[src/logic/dacreg_pkg.sv]
// constants, field positions and types for the converter control register bank
// assumes one 125 MHz clock and a serial register port sampled on that clock
package dacreg_pkg;

   localparam int ADDR_W   = 15;
   localparam int DATA_W   = 8;
   localparam int SAMPLE_W = 12;
   localparam int ALARM_W  = 8;

   // register offsets
   localparam logic [14:0] OFS_INTERFACE_CONFIG      = 15'h0000;
   localparam logic [14:0] OFS_DEVICE_POWER_CONFIG   = 15'h0002;
   localparam logic [14:0] OFS_DEVICE_CLASS          = 15'h0003;
   localparam logic [14:0] OFS_PART_IDENT_LO         = 15'h0004;
   localparam logic [14:0] OFS_PART_IDENT_HI         = 15'h0005;
   localparam logic [14:0] OFS_SILICON_REVISION      = 15'h0006;
   localparam logic [14:0] OFS_MAKER_IDENT_LO        = 15'h000c;
   localparam logic [14:0] OFS_MAKER_IDENT_HI        = 15'h000d;
   localparam logic [14:0] OFS_SLEEP_PIN_CONFIG      = 15'h0020;
   localparam logic [14:0] OFS_TRANSMIT_SOURCE_SEL   = 15'h0021;
   localparam logic [14:0] OFS_TRANSMIT_ENABLE_BITS  = 15'h0022;

   // reset values
   localparam logic [7:0] RST_INTERFACE_CONFIG     = 8'h30;
   localparam logic [7:0] RST_DEVICE_POWER_CONFIG  = 8'h00;
   localparam logic [3:0] RST_DEVICE_CLASS_HI      = 4'h0;
   localparam logic [7:0] RST_SLEEP_PIN_CONFIG     = 8'h00;
   localparam logic [7:0] RST_TRANSMIT_SOURCE_SEL  = 8'h0f;
   localparam logic [7:0] RST_TRANSMIT_ENABLE_BITS = 8'h00;
   localparam logic [7:0] UNMAPPED_READ            = 8'h00;

   // field positions
   localparam int BIT_CHIP_RESET        = 7;
   localparam int BIT_STREAM_DIRECTION  = 5;
   localparam int BIT_ALWAYS_ONE        = 4;
   localparam int BIT_SLEEP_PIN_DEEP    = 0;
   localparam int BIT_ALARM_MUTE_EN_B   = 3;
   localparam int BIT_ALARM_MUTE_EN_A   = 2;
   localparam int BIT_TX_SOURCE_SEL_B   = 1;
   localparam int BIT_TX_SOURCE_SEL_A   = 0;
   localparam int BIT_TX_REG_ENABLE_B   = 1;
   localparam int BIT_TX_REG_ENABLE_A   = 0;

   // power modes held in bits 1-0 of the power config register
   typedef enum logic [1:0] {
      PMODE_NORMAL     = 2'b00,
      PMODE_REDUCED    = 2'b01,
      PMODE_SLEEP      = 2'b10,
      PMODE_POWER_DOWN = 2'b11
   } dacreg_pmode_t;

   typedef enum logic [1:0] {
      SPI_IDLE = 2'b00,
      SPI_CMD  = 2'b01,
      SPI_DATA = 2'b10
   } dacreg_spi_state_t;

   // chip reset interval, a longest time so it rounds down, never below one cycle
   localparam int CLK_PERIOD_NS     = 8;
   localparam int SOFT_RESET_NS     = 5;
   localparam int SOFT_RESET_CYCLES =
      (SOFT_RESET_NS / CLK_PERIOD_NS) < 1 ? 1 : (SOFT_RESET_NS / CLK_PERIOD_NS);

   // output code of a silent channel
   localparam logic [11:0] IDLE_CODE = 12'h800;

endpackage

[src/logic/dacreg_channel.sv]
// one converter channel's transmit gate: source select, alarm mute, idle code
// assumes alarm, mask and sample inputs are on i_ref_clk, pin already synchronised
`timescale 1ns/1ns
module dacreg_channel
   import dacreg_pkg::*;
(
   input  wire logic                i_ref_clk,
   input  wire logic                i_rst_b,
   input  wire logic                i_tx_pin,
   input  wire logic                i_source_reg,
   input  wire logic                i_reg_enable,
   input  wire logic                i_mute_enable,
   input  wire logic                i_asleep,
   input  wire logic [ALARM_W-1:0]  i_alarm,
   input  wire logic [ALARM_W-1:0]  i_mute_mask,
   input  wire logic [SAMPLE_W-1:0] i_sample,
   output logic [SAMPLE_W-1:0]      o_sample,
   output logic                     o_active,
   output logic                     o_muted
);

   typedef struct packed {
      logic [SAMPLE_W-1:0] sample;
      logic                active;
      logic                muted;
   } dacreg_chan_reg_t;

   dacreg_chan_reg_t q;
   dacreg_chan_reg_t next_q;

   always_comb begin
      logic enable;
      logic mute;
      enable = i_source_reg ? i_reg_enable : i_tx_pin; // RULE_14 RULE_15 RULE_17
      // unmasked alarms only, and only while auto mute is on
      mute   = i_mute_enable & (|(i_alarm & ~i_mute_mask)); // RULE_12 RULE_13
      next_q        = q;
      next_q.muted  = mute;
      next_q.active = enable & ~mute & ~i_asleep;
      // idle code keeps the output quiet rather than holding a stale sample
      next_q.sample = next_q.active ? i_sample : IDLE_CODE; // RULE_19
   end

   always_ff @(posedge i_ref_clk or negedge i_rst_b) begin
      if (!i_rst_b) begin
         q        <= '0;
         q.sample <= IDLE_CODE;
      end else begin
         q <= next_q;
      end
   end

   assign o_sample = q.sample;
   assign o_active = q.active;
   assign o_muted  = q.muted;

endmodule

[src/logic/dacreg_spi_port.sv]
// serial register port: 16-bit command (read flag, 15-bit address) then data bytes
// assumes serial clock well below an eighth of i_ref_clk; pins are asynchronous
`timescale 1ns/1ns
module dacreg_spi_port
   import dacreg_pkg::*;
(
   input  wire logic              i_ref_clk,
   input  wire logic              i_rst_b,
   input  wire logic              i_sclk,
   input  wire logic              i_cs_b,
   input  wire logic              i_sdi,
   input  wire logic              i_stream_up,
   input  wire logic [7:0]        i_rd_data,
   output logic [ADDR_W-1:0]      o_addr,
   output logic                   o_wr,
   output logic [ADDR_W-1:0]      o_wr_addr,
   output logic [7:0]             o_wdata,
   output logic                   o_sdo,
   output logic                   o_sdo_oe_b
);

   typedef struct packed {
      logic              sclk_s1;
      logic              sclk_s2;
      logic              sclk_d;
      logic              cs_b_s1;
      logic              cs_b_s2;
      logic              sdi_s1;
      logic              sdi_s2;
      dacreg_spi_state_t state;
      logic [3:0]        bitcnt;
      logic [15:0]       cmd;
      logic              rnw;
      logic [ADDR_W-1:0] addr;
      logic              load;
      logic [7:0]        shift_out;
      logic              wr;
      logic [ADDR_W-1:0] wr_addr;
      logic [7:0]        wdata;
      logic              sdo;
      logic              sdo_oe_b;
   } dacreg_spi_reg_t;

   dacreg_spi_reg_t q;
   dacreg_spi_reg_t next_q;

   always_comb begin
      logic rise;
      logic fall;
      rise = q.sclk_s2 & ~q.sclk_d;
      fall = ~q.sclk_s2 & q.sclk_d;
      next_q = q;
      next_q.sclk_s1 = i_sclk;
      next_q.sclk_s2 = q.sclk_s1;
      next_q.sclk_d  = q.sclk_s2;
      next_q.cs_b_s1 = i_cs_b;
      next_q.cs_b_s2 = q.cs_b_s1;
      next_q.sdi_s1  = i_sdi;
      next_q.sdi_s2  = q.sdi_s1;
      next_q.wr      = 1'b0;
      next_q.load    = 1'b0;
      if (q.load) begin
         next_q.shift_out = i_rd_data;
      end
      if (q.cs_b_s2) begin
         next_q.state    = SPI_IDLE;
         next_q.bitcnt   = 4'h0;
         next_q.sdo_oe_b = 1'b1;
      end else begin
         case (q.state)
            SPI_IDLE: begin
               next_q.state  = SPI_CMD;
               next_q.bitcnt = 4'h0;
            end
            SPI_CMD: begin
               if (rise) begin
                  next_q.cmd    = {q.cmd[14:0], q.sdi_s2};
                  next_q.bitcnt = q.bitcnt + 4'h1;
                  if (q.bitcnt == 4'hf) begin
                     next_q.rnw    = q.cmd[14];
                     next_q.addr   = {q.cmd[13:0], q.sdi_s2};
                     next_q.state  = SPI_DATA;
                     next_q.bitcnt = 4'h0;
                     next_q.load   = 1'b1;
                  end
               end
            end
            SPI_DATA: begin
               if (rise) begin
                  next_q.wdata  = {q.wdata[6:0], q.sdi_s2};
                  next_q.bitcnt = q.bitcnt + 4'h1;
                  if (q.bitcnt == 4'h7) begin
                     next_q.bitcnt  = 4'h0;
                     next_q.wr      = ~q.rnw;
                     next_q.wr_addr = q.addr;
                     next_q.load    = 1'b1;
                     next_q.addr    = i_stream_up ? q.addr + 15'h0001
                                                  : q.addr - 15'h0001; // RULE_04
                  end
               end
               if (fall && q.rnw) begin
                  next_q.sdo       = q.shift_out[7];
                  next_q.shift_out = {q.shift_out[6:0], 1'b0};
                  next_q.sdo_oe_b  = 1'b0;
               end
            end
            default: next_q.state = SPI_IDLE;
         endcase
      end
   end

   always_ff @(posedge i_ref_clk or negedge i_rst_b) begin
      if (!i_rst_b) begin
         q          <= '0;
         q.cs_b_s1  <= 1'b1;
         q.cs_b_s2  <= 1'b1;
         q.sdo_oe_b <= 1'b1;
      end else begin
         q <= next_q;
      end
   end

   assign o_addr     = q.addr;
   assign o_wr       = q.wr;
   assign o_wr_addr  = q.wr_addr;
   assign o_wdata    = q.wdata;
   assign o_sdo      = q.sdo;
   assign o_sdo_oe_b = q.sdo_oe_b;

endmodule

[src/logic/dacreg_top.sv]
// control register bank front: chip reset, power mode, identity, transmit enable
// assumes a serial register host on the pins and same-clock alarm and sample logic
`timescale 1ns/1ns
//
// Contract
// (RULE_01) writing one to bit 7 of interface config resets every register
// (RULE_02) the chip reset bit clears itself and always reads zero
// (RULE_03) host waits out the short reset interval before further transactions
// (RULE_04) direction bit set steps stream addresses up, clear steps them down
// (RULE_05) power mode field: 0 normal, 2 sleep, 3 full power-down
// (RULE_06) host never writes power mode value 1
// (RULE_07) sleep powers down both converters, clock, reference, receivers, sensor
// (RULE_08) read-only four-bit class code in bits 3-0, writes ignored
// (RULE_09) read-only sixteen-bit part code, fixed on every read
// (RULE_10) sleep pin acts as mode 2, or mode 3 when its config bit is set
// (RULE_11) sleep pin changes operating state only, stored mode field untouched
// (RULE_12) alarm mute enable set mutes its channel on unmasked alarms
// (RULE_13) alarm mute enable clear means no alarm mutes that channel
// (RULE_14) source select zero gives the transmit pin control, register bit ignored
// (RULE_15) source select one gives the register bit control, pin ignored
// (RULE_16) transmit source select register resets to 0x0f
// (RULE_17) transmit enable bits 1 and 0 enable B and A, reset zero
// (RULE_18) sixteen-bit codes sit low byte first at the lower address
// (RULE_19) a disabled or muted channel drives a fixed idle code
module dacreg_top
   import dacreg_pkg::*;
#(
   parameter logic [3:0]  DEVICE_CLASS_CODE = 4'h9,    // arbitrary value
   parameter logic [15:0] PART_CODE         = 16'h1234, // arbitrary value
   parameter logic [7:0]  REVISION_CODE     = 8'h01,    // arbitrary value
   parameter logic [15:0] MAKER_CODE        = 16'h5a5a  // arbitrary value
)
(
   input  wire logic                i_ref_clk,
   input  wire logic                i_rst_b,
   input  wire logic                i_spi_sclk,
   input  wire logic                i_spi_cs_b,
   input  wire logic                i_spi_sdi,
   output logic                     o_spi_sdo,
   output logic                     o_spi_sdo_oe_b,
   input  wire logic                i_sleep_pin,
   input  wire logic                i_txenable_pin,
   input  wire logic [ALARM_W-1:0]  i_alarm,
   input  wire logic [ALARM_W-1:0]  i_mute_mask,
   input  wire logic [SAMPLE_W-1:0] i_sample_a,
   input  wire logic [SAMPLE_W-1:0] i_sample_b,
   output logic [SAMPLE_W-1:0]      o_converter_a_sample,
   output logic [SAMPLE_W-1:0]      o_converter_b_sample,
   output logic                     o_converter_a_active,
   output logic                     o_converter_b_active,
   output logic                     o_converter_a_muted,
   output logic                     o_converter_b_muted,
   output logic                     o_chip_reset,
   output logic                     o_converter_a_sleep,
   output logic                     o_converter_b_sleep,
   output logic                     o_clock_rx_sleep,
   output logic                     o_reference_sleep,
   output logic                     o_lvds_rx_sleep,
   output logic                     o_temp_sensor_sleep,
   output logic                     o_power_down,
   output logic [1:0]               o_power_mode
);

   typedef struct packed {
      logic [7:0] interface_config;
      logic [7:0] device_power_config;
      logic [3:0] device_class_hi;
      logic [7:0] sleep_pin_config;
      logic [7:0] transmit_source_select;
      logic [7:0] transmit_enable_bits;
      logic [1:0] reset_cnt;
      logic       chip_reset;
      logic       sleep_s1;
      logic       sleep_s2;
      logic       transmit_enable_bits_s1;
      logic       transmit_enable_bits_s2;
      logic       asleep;
      logic       power_down;
      logic [1:0] power_mode;
   } dacreg_top_reg_t;

   dacreg_top_reg_t q;
   dacreg_top_reg_t next_q;

   logic [ADDR_W-1:0] spi_addr;
   logic              spi_wr;
   logic [ADDR_W-1:0] spi_wr_addr;
   logic [7:0]        spi_wdata;
   logic [7:0]        rd_data;

   function automatic logic [7:0] read_reg(input logic [ADDR_W-1:0] a,
                                           input dacreg_top_reg_t     s);
      logic [7:0] r;
      case (a)
         OFS_INTERFACE_CONFIG: begin
            r = s.interface_config;
            r[BIT_CHIP_RESET] = 1'b0; // RULE_02
            r[BIT_ALWAYS_ONE] = 1'b1;
         end
         OFS_DEVICE_POWER_CONFIG: r = s.device_power_config;
         OFS_DEVICE_CLASS:        r = {s.device_class_hi, DEVICE_CLASS_CODE}; // RULE_08
         OFS_PART_IDENT_LO:       r = PART_CODE[7:0];   // RULE_09 RULE_18
         OFS_PART_IDENT_HI:       r = PART_CODE[15:8];  // RULE_09 RULE_18
         OFS_SILICON_REVISION:    r = REVISION_CODE;
         OFS_MAKER_IDENT_LO:      r = MAKER_CODE[7:0];  // RULE_18
         OFS_MAKER_IDENT_HI:      r = MAKER_CODE[15:8]; // RULE_18
         OFS_SLEEP_PIN_CONFIG:    r = s.sleep_pin_config;
         OFS_TRANSMIT_SOURCE_SEL: r = s.transmit_source_select;
         OFS_TRANSMIT_ENABLE_BITS: r = s.transmit_enable_bits;
         default:                 r = UNMAPPED_READ;
      endcase
      return r;
   endfunction

   assign rd_data = read_reg(spi_addr, q);

   always_comb begin
      logic [1:0] mode;
      mode            = PMODE_NORMAL;
      next_q          = q;
      next_q.sleep_s1 = i_sleep_pin;
      next_q.sleep_s2 = q.sleep_s1;
      next_q.transmit_enable_bits_s1  = i_txenable_pin;
      next_q.transmit_enable_bits_s2  = q.transmit_enable_bits_s1;
      next_q.chip_reset = 1'b0;
      if (q.reset_cnt != 2'h0) begin
         next_q.reset_cnt  = q.reset_cnt - 2'h1;
         next_q.chip_reset = 1'b1;
      end
      if (spi_wr && q.reset_cnt == 2'h0) begin
         case (spi_wr_addr)
            OFS_INTERFACE_CONFIG: begin
               if (spi_wdata[BIT_CHIP_RESET]) begin
                  next_q.interface_config       = RST_INTERFACE_CONFIG; // RULE_01
                  next_q.device_power_config    = RST_DEVICE_POWER_CONFIG;
                  next_q.device_class_hi        = RST_DEVICE_CLASS_HI;
                  next_q.sleep_pin_config       = RST_SLEEP_PIN_CONFIG;
                  next_q.transmit_source_select = RST_TRANSMIT_SOURCE_SEL;
                  next_q.transmit_enable_bits   = RST_TRANSMIT_ENABLE_BITS;
                  next_q.reset_cnt  = 2'(SOFT_RESET_CYCLES); // RULE_01
                  next_q.chip_reset = 1'b1;
               end else begin
                  // bit 7 never stored, so it self-clears
                  next_q.interface_config = spi_wdata & 8'h7f; // RULE_02
               end
            end
            OFS_DEVICE_POWER_CONFIG:  next_q.device_power_config = spi_wdata;
            OFS_DEVICE_CLASS:         next_q.device_class_hi = spi_wdata[7:4]; // RULE_08
            OFS_SLEEP_PIN_CONFIG:     next_q.sleep_pin_config = spi_wdata;
            OFS_TRANSMIT_SOURCE_SEL:  next_q.transmit_source_select = spi_wdata;
            OFS_TRANSMIT_ENABLE_BITS: next_q.transmit_enable_bits = spi_wdata;
            default: ;
         endcase
      end
      if (q.sleep_s2) begin
         mode = q.sleep_pin_config[BIT_SLEEP_PIN_DEEP] ? PMODE_POWER_DOWN
                                                      : PMODE_SLEEP; // RULE_10 RULE_11
      end else begin
         mode = q.device_power_config[1:0]; // RULE_05
      end
      next_q.power_mode = mode;
      // reduced mode is unsupported and runs as normal
      next_q.asleep     = (mode == PMODE_SLEEP) || (mode == PMODE_POWER_DOWN); // RULE_07
      next_q.power_down = (mode == PMODE_POWER_DOWN); // RULE_05
   end

   always_ff @(posedge i_ref_clk or negedge i_rst_b) begin
      if (!i_rst_b) begin
         q                        <= '0;
         q.interface_config       <= RST_INTERFACE_CONFIG;
         q.device_power_config    <= RST_DEVICE_POWER_CONFIG;
         q.device_class_hi        <= RST_DEVICE_CLASS_HI;
         q.sleep_pin_config       <= RST_SLEEP_PIN_CONFIG;
         q.transmit_source_select <= RST_TRANSMIT_SOURCE_SEL; // RULE_16
         q.transmit_enable_bits   <= RST_TRANSMIT_ENABLE_BITS; // RULE_17
      end else begin
         q <= next_q;
      end
   end

   dacreg_spi_port u_spi (
      .i_ref_clk   (i_ref_clk),
      .i_rst_b     (i_rst_b),
      .i_sclk      (i_spi_sclk),
      .i_cs_b      (i_spi_cs_b),
      .i_sdi       (i_spi_sdi),
      .i_stream_up (q.interface_config[BIT_STREAM_DIRECTION]), // RULE_04
      .i_rd_data   (rd_data),
      .o_addr      (spi_addr),
      .o_wr        (spi_wr),
      .o_wr_addr   (spi_wr_addr),
      .o_wdata     (spi_wdata),
      .o_sdo       (o_spi_sdo),
      .o_sdo_oe_b  (o_spi_sdo_oe_b)
   );

   dacreg_channel u_chan_a (
      .i_ref_clk     (i_ref_clk),
      .i_rst_b       (i_rst_b),
      .i_tx_pin      (q.transmit_enable_bits_s2),
      .i_source_reg  (q.transmit_source_select[BIT_TX_SOURCE_SEL_A]),
      .i_reg_enable  (q.transmit_enable_bits[BIT_TX_REG_ENABLE_A]),
      .i_mute_enable (q.transmit_source_select[BIT_ALARM_MUTE_EN_A]),
      .i_asleep      (q.asleep),
      .i_alarm       (i_alarm),
      .i_mute_mask   (i_mute_mask),
      .i_sample      (i_sample_a),
      .o_sample      (o_converter_a_sample),
      .o_active      (o_converter_a_active),
      .o_muted       (o_converter_a_muted)
   );

   dacreg_channel u_chan_b (
      .i_ref_clk     (i_ref_clk),
      .i_rst_b       (i_rst_b),
      .i_tx_pin      (q.transmit_enable_bits_s2),
      .i_source_reg  (q.transmit_source_select[BIT_TX_SOURCE_SEL_B]),
      .i_reg_enable  (q.transmit_enable_bits[BIT_TX_REG_ENABLE_B]),
      .i_mute_enable (q.transmit_source_select[BIT_ALARM_MUTE_EN_B]),
      .i_asleep      (q.asleep),
      .i_alarm       (i_alarm),
      .i_mute_mask   (i_mute_mask),
      .i_sample      (i_sample_b),
      .o_sample      (o_converter_b_sample),
      .o_active      (o_converter_b_active),
      .o_muted       (o_converter_b_muted)
   );

   // one flop fans out to every sleep domain so they enter together
   assign o_chip_reset        = q.chip_reset;
   assign o_converter_a_sleep = q.asleep; // RULE_07
   assign o_converter_b_sleep = q.asleep;
   assign o_clock_rx_sleep    = q.asleep;
   assign o_reference_sleep   = q.asleep;
   assign o_lvds_rx_sleep     = q.asleep;
   assign o_temp_sensor_sleep = q.asleep;
   assign o_power_down        = q.power_down;
   assign o_power_mode        = q.power_mode;

endmodule

[config.mk]
export PLATFORM = sky130hd
export DESIGN_NAME = dacreg_top
export DESIGN_NICKNAME = d
export VERILOG_FILES = /design/src/logic/dacreg_pkg.sv /design/src/logic/dacreg_channel.sv /design/src/logic/dacreg_spi_port.sv /design/src/logic/dacreg_top.sv
export SDC_FILE = /design/constraint.sdc
export NUM_CORES = 1
export LEC_CHECK = 0
export ABC_AREA = 1
export BUFFER_PORTS_ARGS = -buffer_cell sky130_fd_sc_hd__buf_2
export CORE_UTILIZATION = 59
export CTS_CLUSTER_SIZE = 10
export DETAILED_ROUTE_END_ITERATION = 10
export GPL_TIMING_DRIVEN = 0
export MAX_ROUTING_LAYER = met4
export PLACE_DENSITY = 0.8
export SYNTH_ARGS = -nofsm -noshare
export SYNTH_HDL_FRONTEND = slang
export SYNTH_SLANG_ARGS = --single-unit
[constraint.sdc]
create_clock -name i_ref_clk -period 2.55 [get_ports i_ref_clk]
set_input_delay 0.255 -clock i_ref_clk [delete_from_list [all_inputs] [get_ports i_ref_clk]]
set_output_delay 0.255 -clock i_ref_clk [all_outputs]
set_load 0.005 [all_outputs]
==> results.ini <==
[cells_and_area]
drive_gt1_share_pct=18.43
multi_input_area_um2=3316
fin_util_pct=70.29
fillers=1006
regArea_um2=4016
num_antenna_cells=0
area_growth_pct=16.69
fin_nets=1133

[drt]
drc=0
dr.pass1.iters=5
drtIter0Drc=613
wl_per_cell_um=15.49
via_count=6905
viasPerCell=5.498
antenna_left=0
routed_wl_um=19450

[pwr]
ir_drop_mv=0.5905
power_density_nw_per_um2=728.2
leakage_nw=4.798

[global_route]
grt_pass1_wl_um=31900
antenna_found_initial=0
track_usage_pct=30.34
grt_max_degree=101
grt-ovfl-total=0
grt_pass1_vias=6546

[clocking]
numCtsBuffers=17
clk_path_buf_depth=2
insertion_delay_ps=430
cts_sinks=160
cts-root-buf=clkbuf_16
tritoncts=built
clk_pin_slew_ps=60
ctsHtreeMaxLevel=4

[setup_path]
crit_slowest_cell=dfstp_2
crit_path_frequent_cell=nand2_1
critPathMaxFanout=6
worstPathArrival_ps=2740
crit_type=flip-flop to flip-flop
required_ps=2890
path_buf_inv=1
critPathCaptureType=flip-flop
crit_path_start_kind=flip-flop
max_stage_delay_ps=630
cp_cell_sequence=clkinvlp_4 -> ha_1 -> nand2_1 -> a21oi_1 -> nand2_1 -> nand2_1 -> nand2_1 -> nand3b_1 -> nand3_1 -> a22oi_1
path_delay_family=flip-flops

[yosys]
ys_seq_area_share_pct=50.55
synth_cells=954
syn-num-nets=1019
netlist_area_um2=7945
async_flop_share_pct=100.0
avgSynthCellArea_um2=8.328
yosys_warnings=0
synth_edf_count=0
ys_ff_latch=160
synth_cell_type_count=47
synthFlopType=dfrtp_1

[timing]
finalSetupViolations=0
slew_violations=0
max_freq_ghz=0.4175
rsz0062_at_grt=no
worst_pin_slew_ps=564.3
slew_headroom_pct=62.38
setup_slack_ps=154.8
fin_crit_sh_pct=93.93
final_hold_viol_count=0
fin_worst_skew_ps=5.816
period_needed_ps=2395

[floorplan]
core_area_um2=13190
dieArea_um2=13930
die_width_um=118.0
initial_core_util_pct=60.24
rows=42
die_y_um=118.0
pin_count=87

[placement]
dp_hpwl_um=14030
port_buffers=86
gp_congestion=0.9971
place_ws_ps=135.3

[min_path]
hp-class=primary input to flip-flop

[run_status]
status=finished clean

[flow_run]
maxCapViolCount=0

[cells in the mapped netlist (3+ instances only)]
library cell | instances | area (um^2)
clkbuf_1 | 5 | 18.77
o21ai_1 | 6 | 30.03
mux2_2 | 16 | 180.2
a22oi_1 | 5 | 37.54
nand2_2 | 8 | 50.05
a21oi_1 | 54 | 270.3
nor2_4 | 6 | 67.56
buf_4 | 8 | 60.06
nor2_1 | 113 | 424.2
nand3_1 | 60 | 300.3
o22ai_1 | 10 | 62.56
nor2_2 | 10 | 62.56
dfstp_2 | 10 | 262.8
xnor2_1 | 3 | 26.28
buf_2 | 9 | 45.04
o21ai_0 | 54 | 270.3
nand2_1 | 213 | 799.5
nor3_1 | 7 | 35.03
dfrtp_1 | 150 | 3754
inv_1 | 123 | 461.7
ha_1 | 17 | 212.7
nand4_1 | 30 | 187.7
nand3b_1 | 6 | 45.04
[area by class of cell]
| cell class | count | area share [%] |
|---|---|---|
| Multi-Input combinational cell | 644 | 35.76 |
| Sequential cell | 160 | 43.32 |
| Tap cell | 176 | 2.375 |
| Clock buffer | 23 | 5.047 |
| Timing Repair Buffer | 95 | 5.951 |
| Inverter | 126 | 5.142 |
| Clock inverter | 8 | 0.8907 |
| Buffer | 24 | 1.511 |
[stage by stage]
stage	cell area (um^2)	hold WS (ps)	setup TNS (ps)	power, mW	std cells
finish	9271	17.66	0	6.752	1256
global route	9271	5.291	0	7.110	1256
CTS	9240	10.22	0	6.756	1254
detailed placement	8630	271.5	0	4.362	1217
global placement	8596	332.2	-165940	4.324	1216
floorplan	7945	-40.59	0	3.926	954
[cell families (layout without fill, tap and decap cells)]
family	Yosys count	after routing	share of synthesized area [%]
XOR/XNOR	4	4	0.4410
adder cells (fa/ha/maj)	18	18	2.929
AO/OA/AOI/OAI	143	143	10.06
multiplexers	18	18	2.520
buffers and inverters	150	276	7.716
AND/OR/NAND/NOR	461	461	25.78
flip-flops	160	160	50.55
[layout by cell type (no fill, tap or decap), types with 2 or more instances in the layout]
master / count
nand2_4: 2
o211ai_1: 2
xnor2_1: 3
nor2_2: 10
clkbuf_1: 9
buf_6: 2
inv_1: 122
clkinvlp_4: 5
o21ai_0: 54
o21ai_1: 6
dlygate4sd3_1: 6
mux2_2: 16
ha_1: 17
nand3b_1: 6
clkbuf_16: 17
a21oi_1: 54
mux2i_1: 2
nor2_4: 6
inv_2: 2
nand3_1: 60
a31oi_1: 2
buf_4: 9
nor3_1: 7
o22ai_1: 10
or2_2: 2
o31ai_1: 2
nor2_1: 113
nand2_2: 8
dfstp_2: 10
a22oi_1: 5
clkbuf_8: 2
buf_2: 94
nand4_1: 30
nand2_1: 213
dfrtp_1: 150
[where the power goes]
group          total (mW)  switching, mW  leakage (nW)  internal, mW
Clock                2.39           1.00         0.256          1.39
Combinational        1.51          0.992          2.42         0.519
Sequential           2.85          0.149          2.12          2.70
Total                6.75           2.14          4.80          4.61
[layer usage]
layer / global-route usage [%] / vias up / part of all wire (%)
met4: 10.34 / 0 / 2.0
met3: 7.364 / 43 / 6.5
met5: - / - / 0
met2: 47.35 / 242 / 49
met1: 38.87 / 3295 / 42
li1: - / 3325 / -
[timing repair]
action,4_1_cts,5_1_grt
setup buffers,0,2
endpoints found under the setup margin,0,3
hold buffers,6,0
gates resized for setup,0,1
hold endpoints to repair,64,0
[worst register-to-register path, stage by stage, from the launching register on]
cell and delay [ps]:
dfstp_2 630, clkinvlp_4 220, ha_1 410, nand2_1 80, a21oi_1 340, nand2_1 90, nand2_1 120, nand2_1 90
nand3b_1 90, nand3_1 70, a22oi_1 150
[path summary, 6_finish.rpt]
kind	start	to	slack, ps	cells past startpoint
max	q[52]$_DFFE_PN1P_	u_spi.o_addr[10]$_DFFE_PN0P_	150	10
max in group asynchronous	i_rst_b	u_spi.q[75]$_DFF_PN1_	1280	3
max reg2reg	q[52]$_DFFE_PN1P_	u_spi.o_addr[10]$_DFFE_PN0P_	150	10
min in group asynchronous	i_rst_b	q[34]$_DFFE_PN0P_	380	2
min reg2reg	next_q[6]$_DFF_PN0_	q[6]$_DFF_PN0_	350	0
min	i_sample_a[11]	u_chan_a.o_sample[11]$_DFF_PN1_	20	2
[flip-flops by register name (all words and copies together), names as in the netlist]
name and count:
u_chan_b.o_muted 1, u_chan_a.o_muted 1, u_spi.o_wr_addr 15, o_power_mode 2
u_chan_b.o_sample 12, u_chan_a.o_sample 12, u_spi.q 34, u_spi.o_addr 15
q 46, o_clock_rx_sleep 1, u_spi.o_wdata 8, o_power_down 1
next_q 2, u_spi.o_wr 1, u_spi.o_sdo_oe_b 1, o_chip_reset 1
u_chan_b.o_active 1, u_spi.o_sdo 1, u_chan_a.o_active 1, u_spi.next_q 4
(Power assumes the default switching activity.)
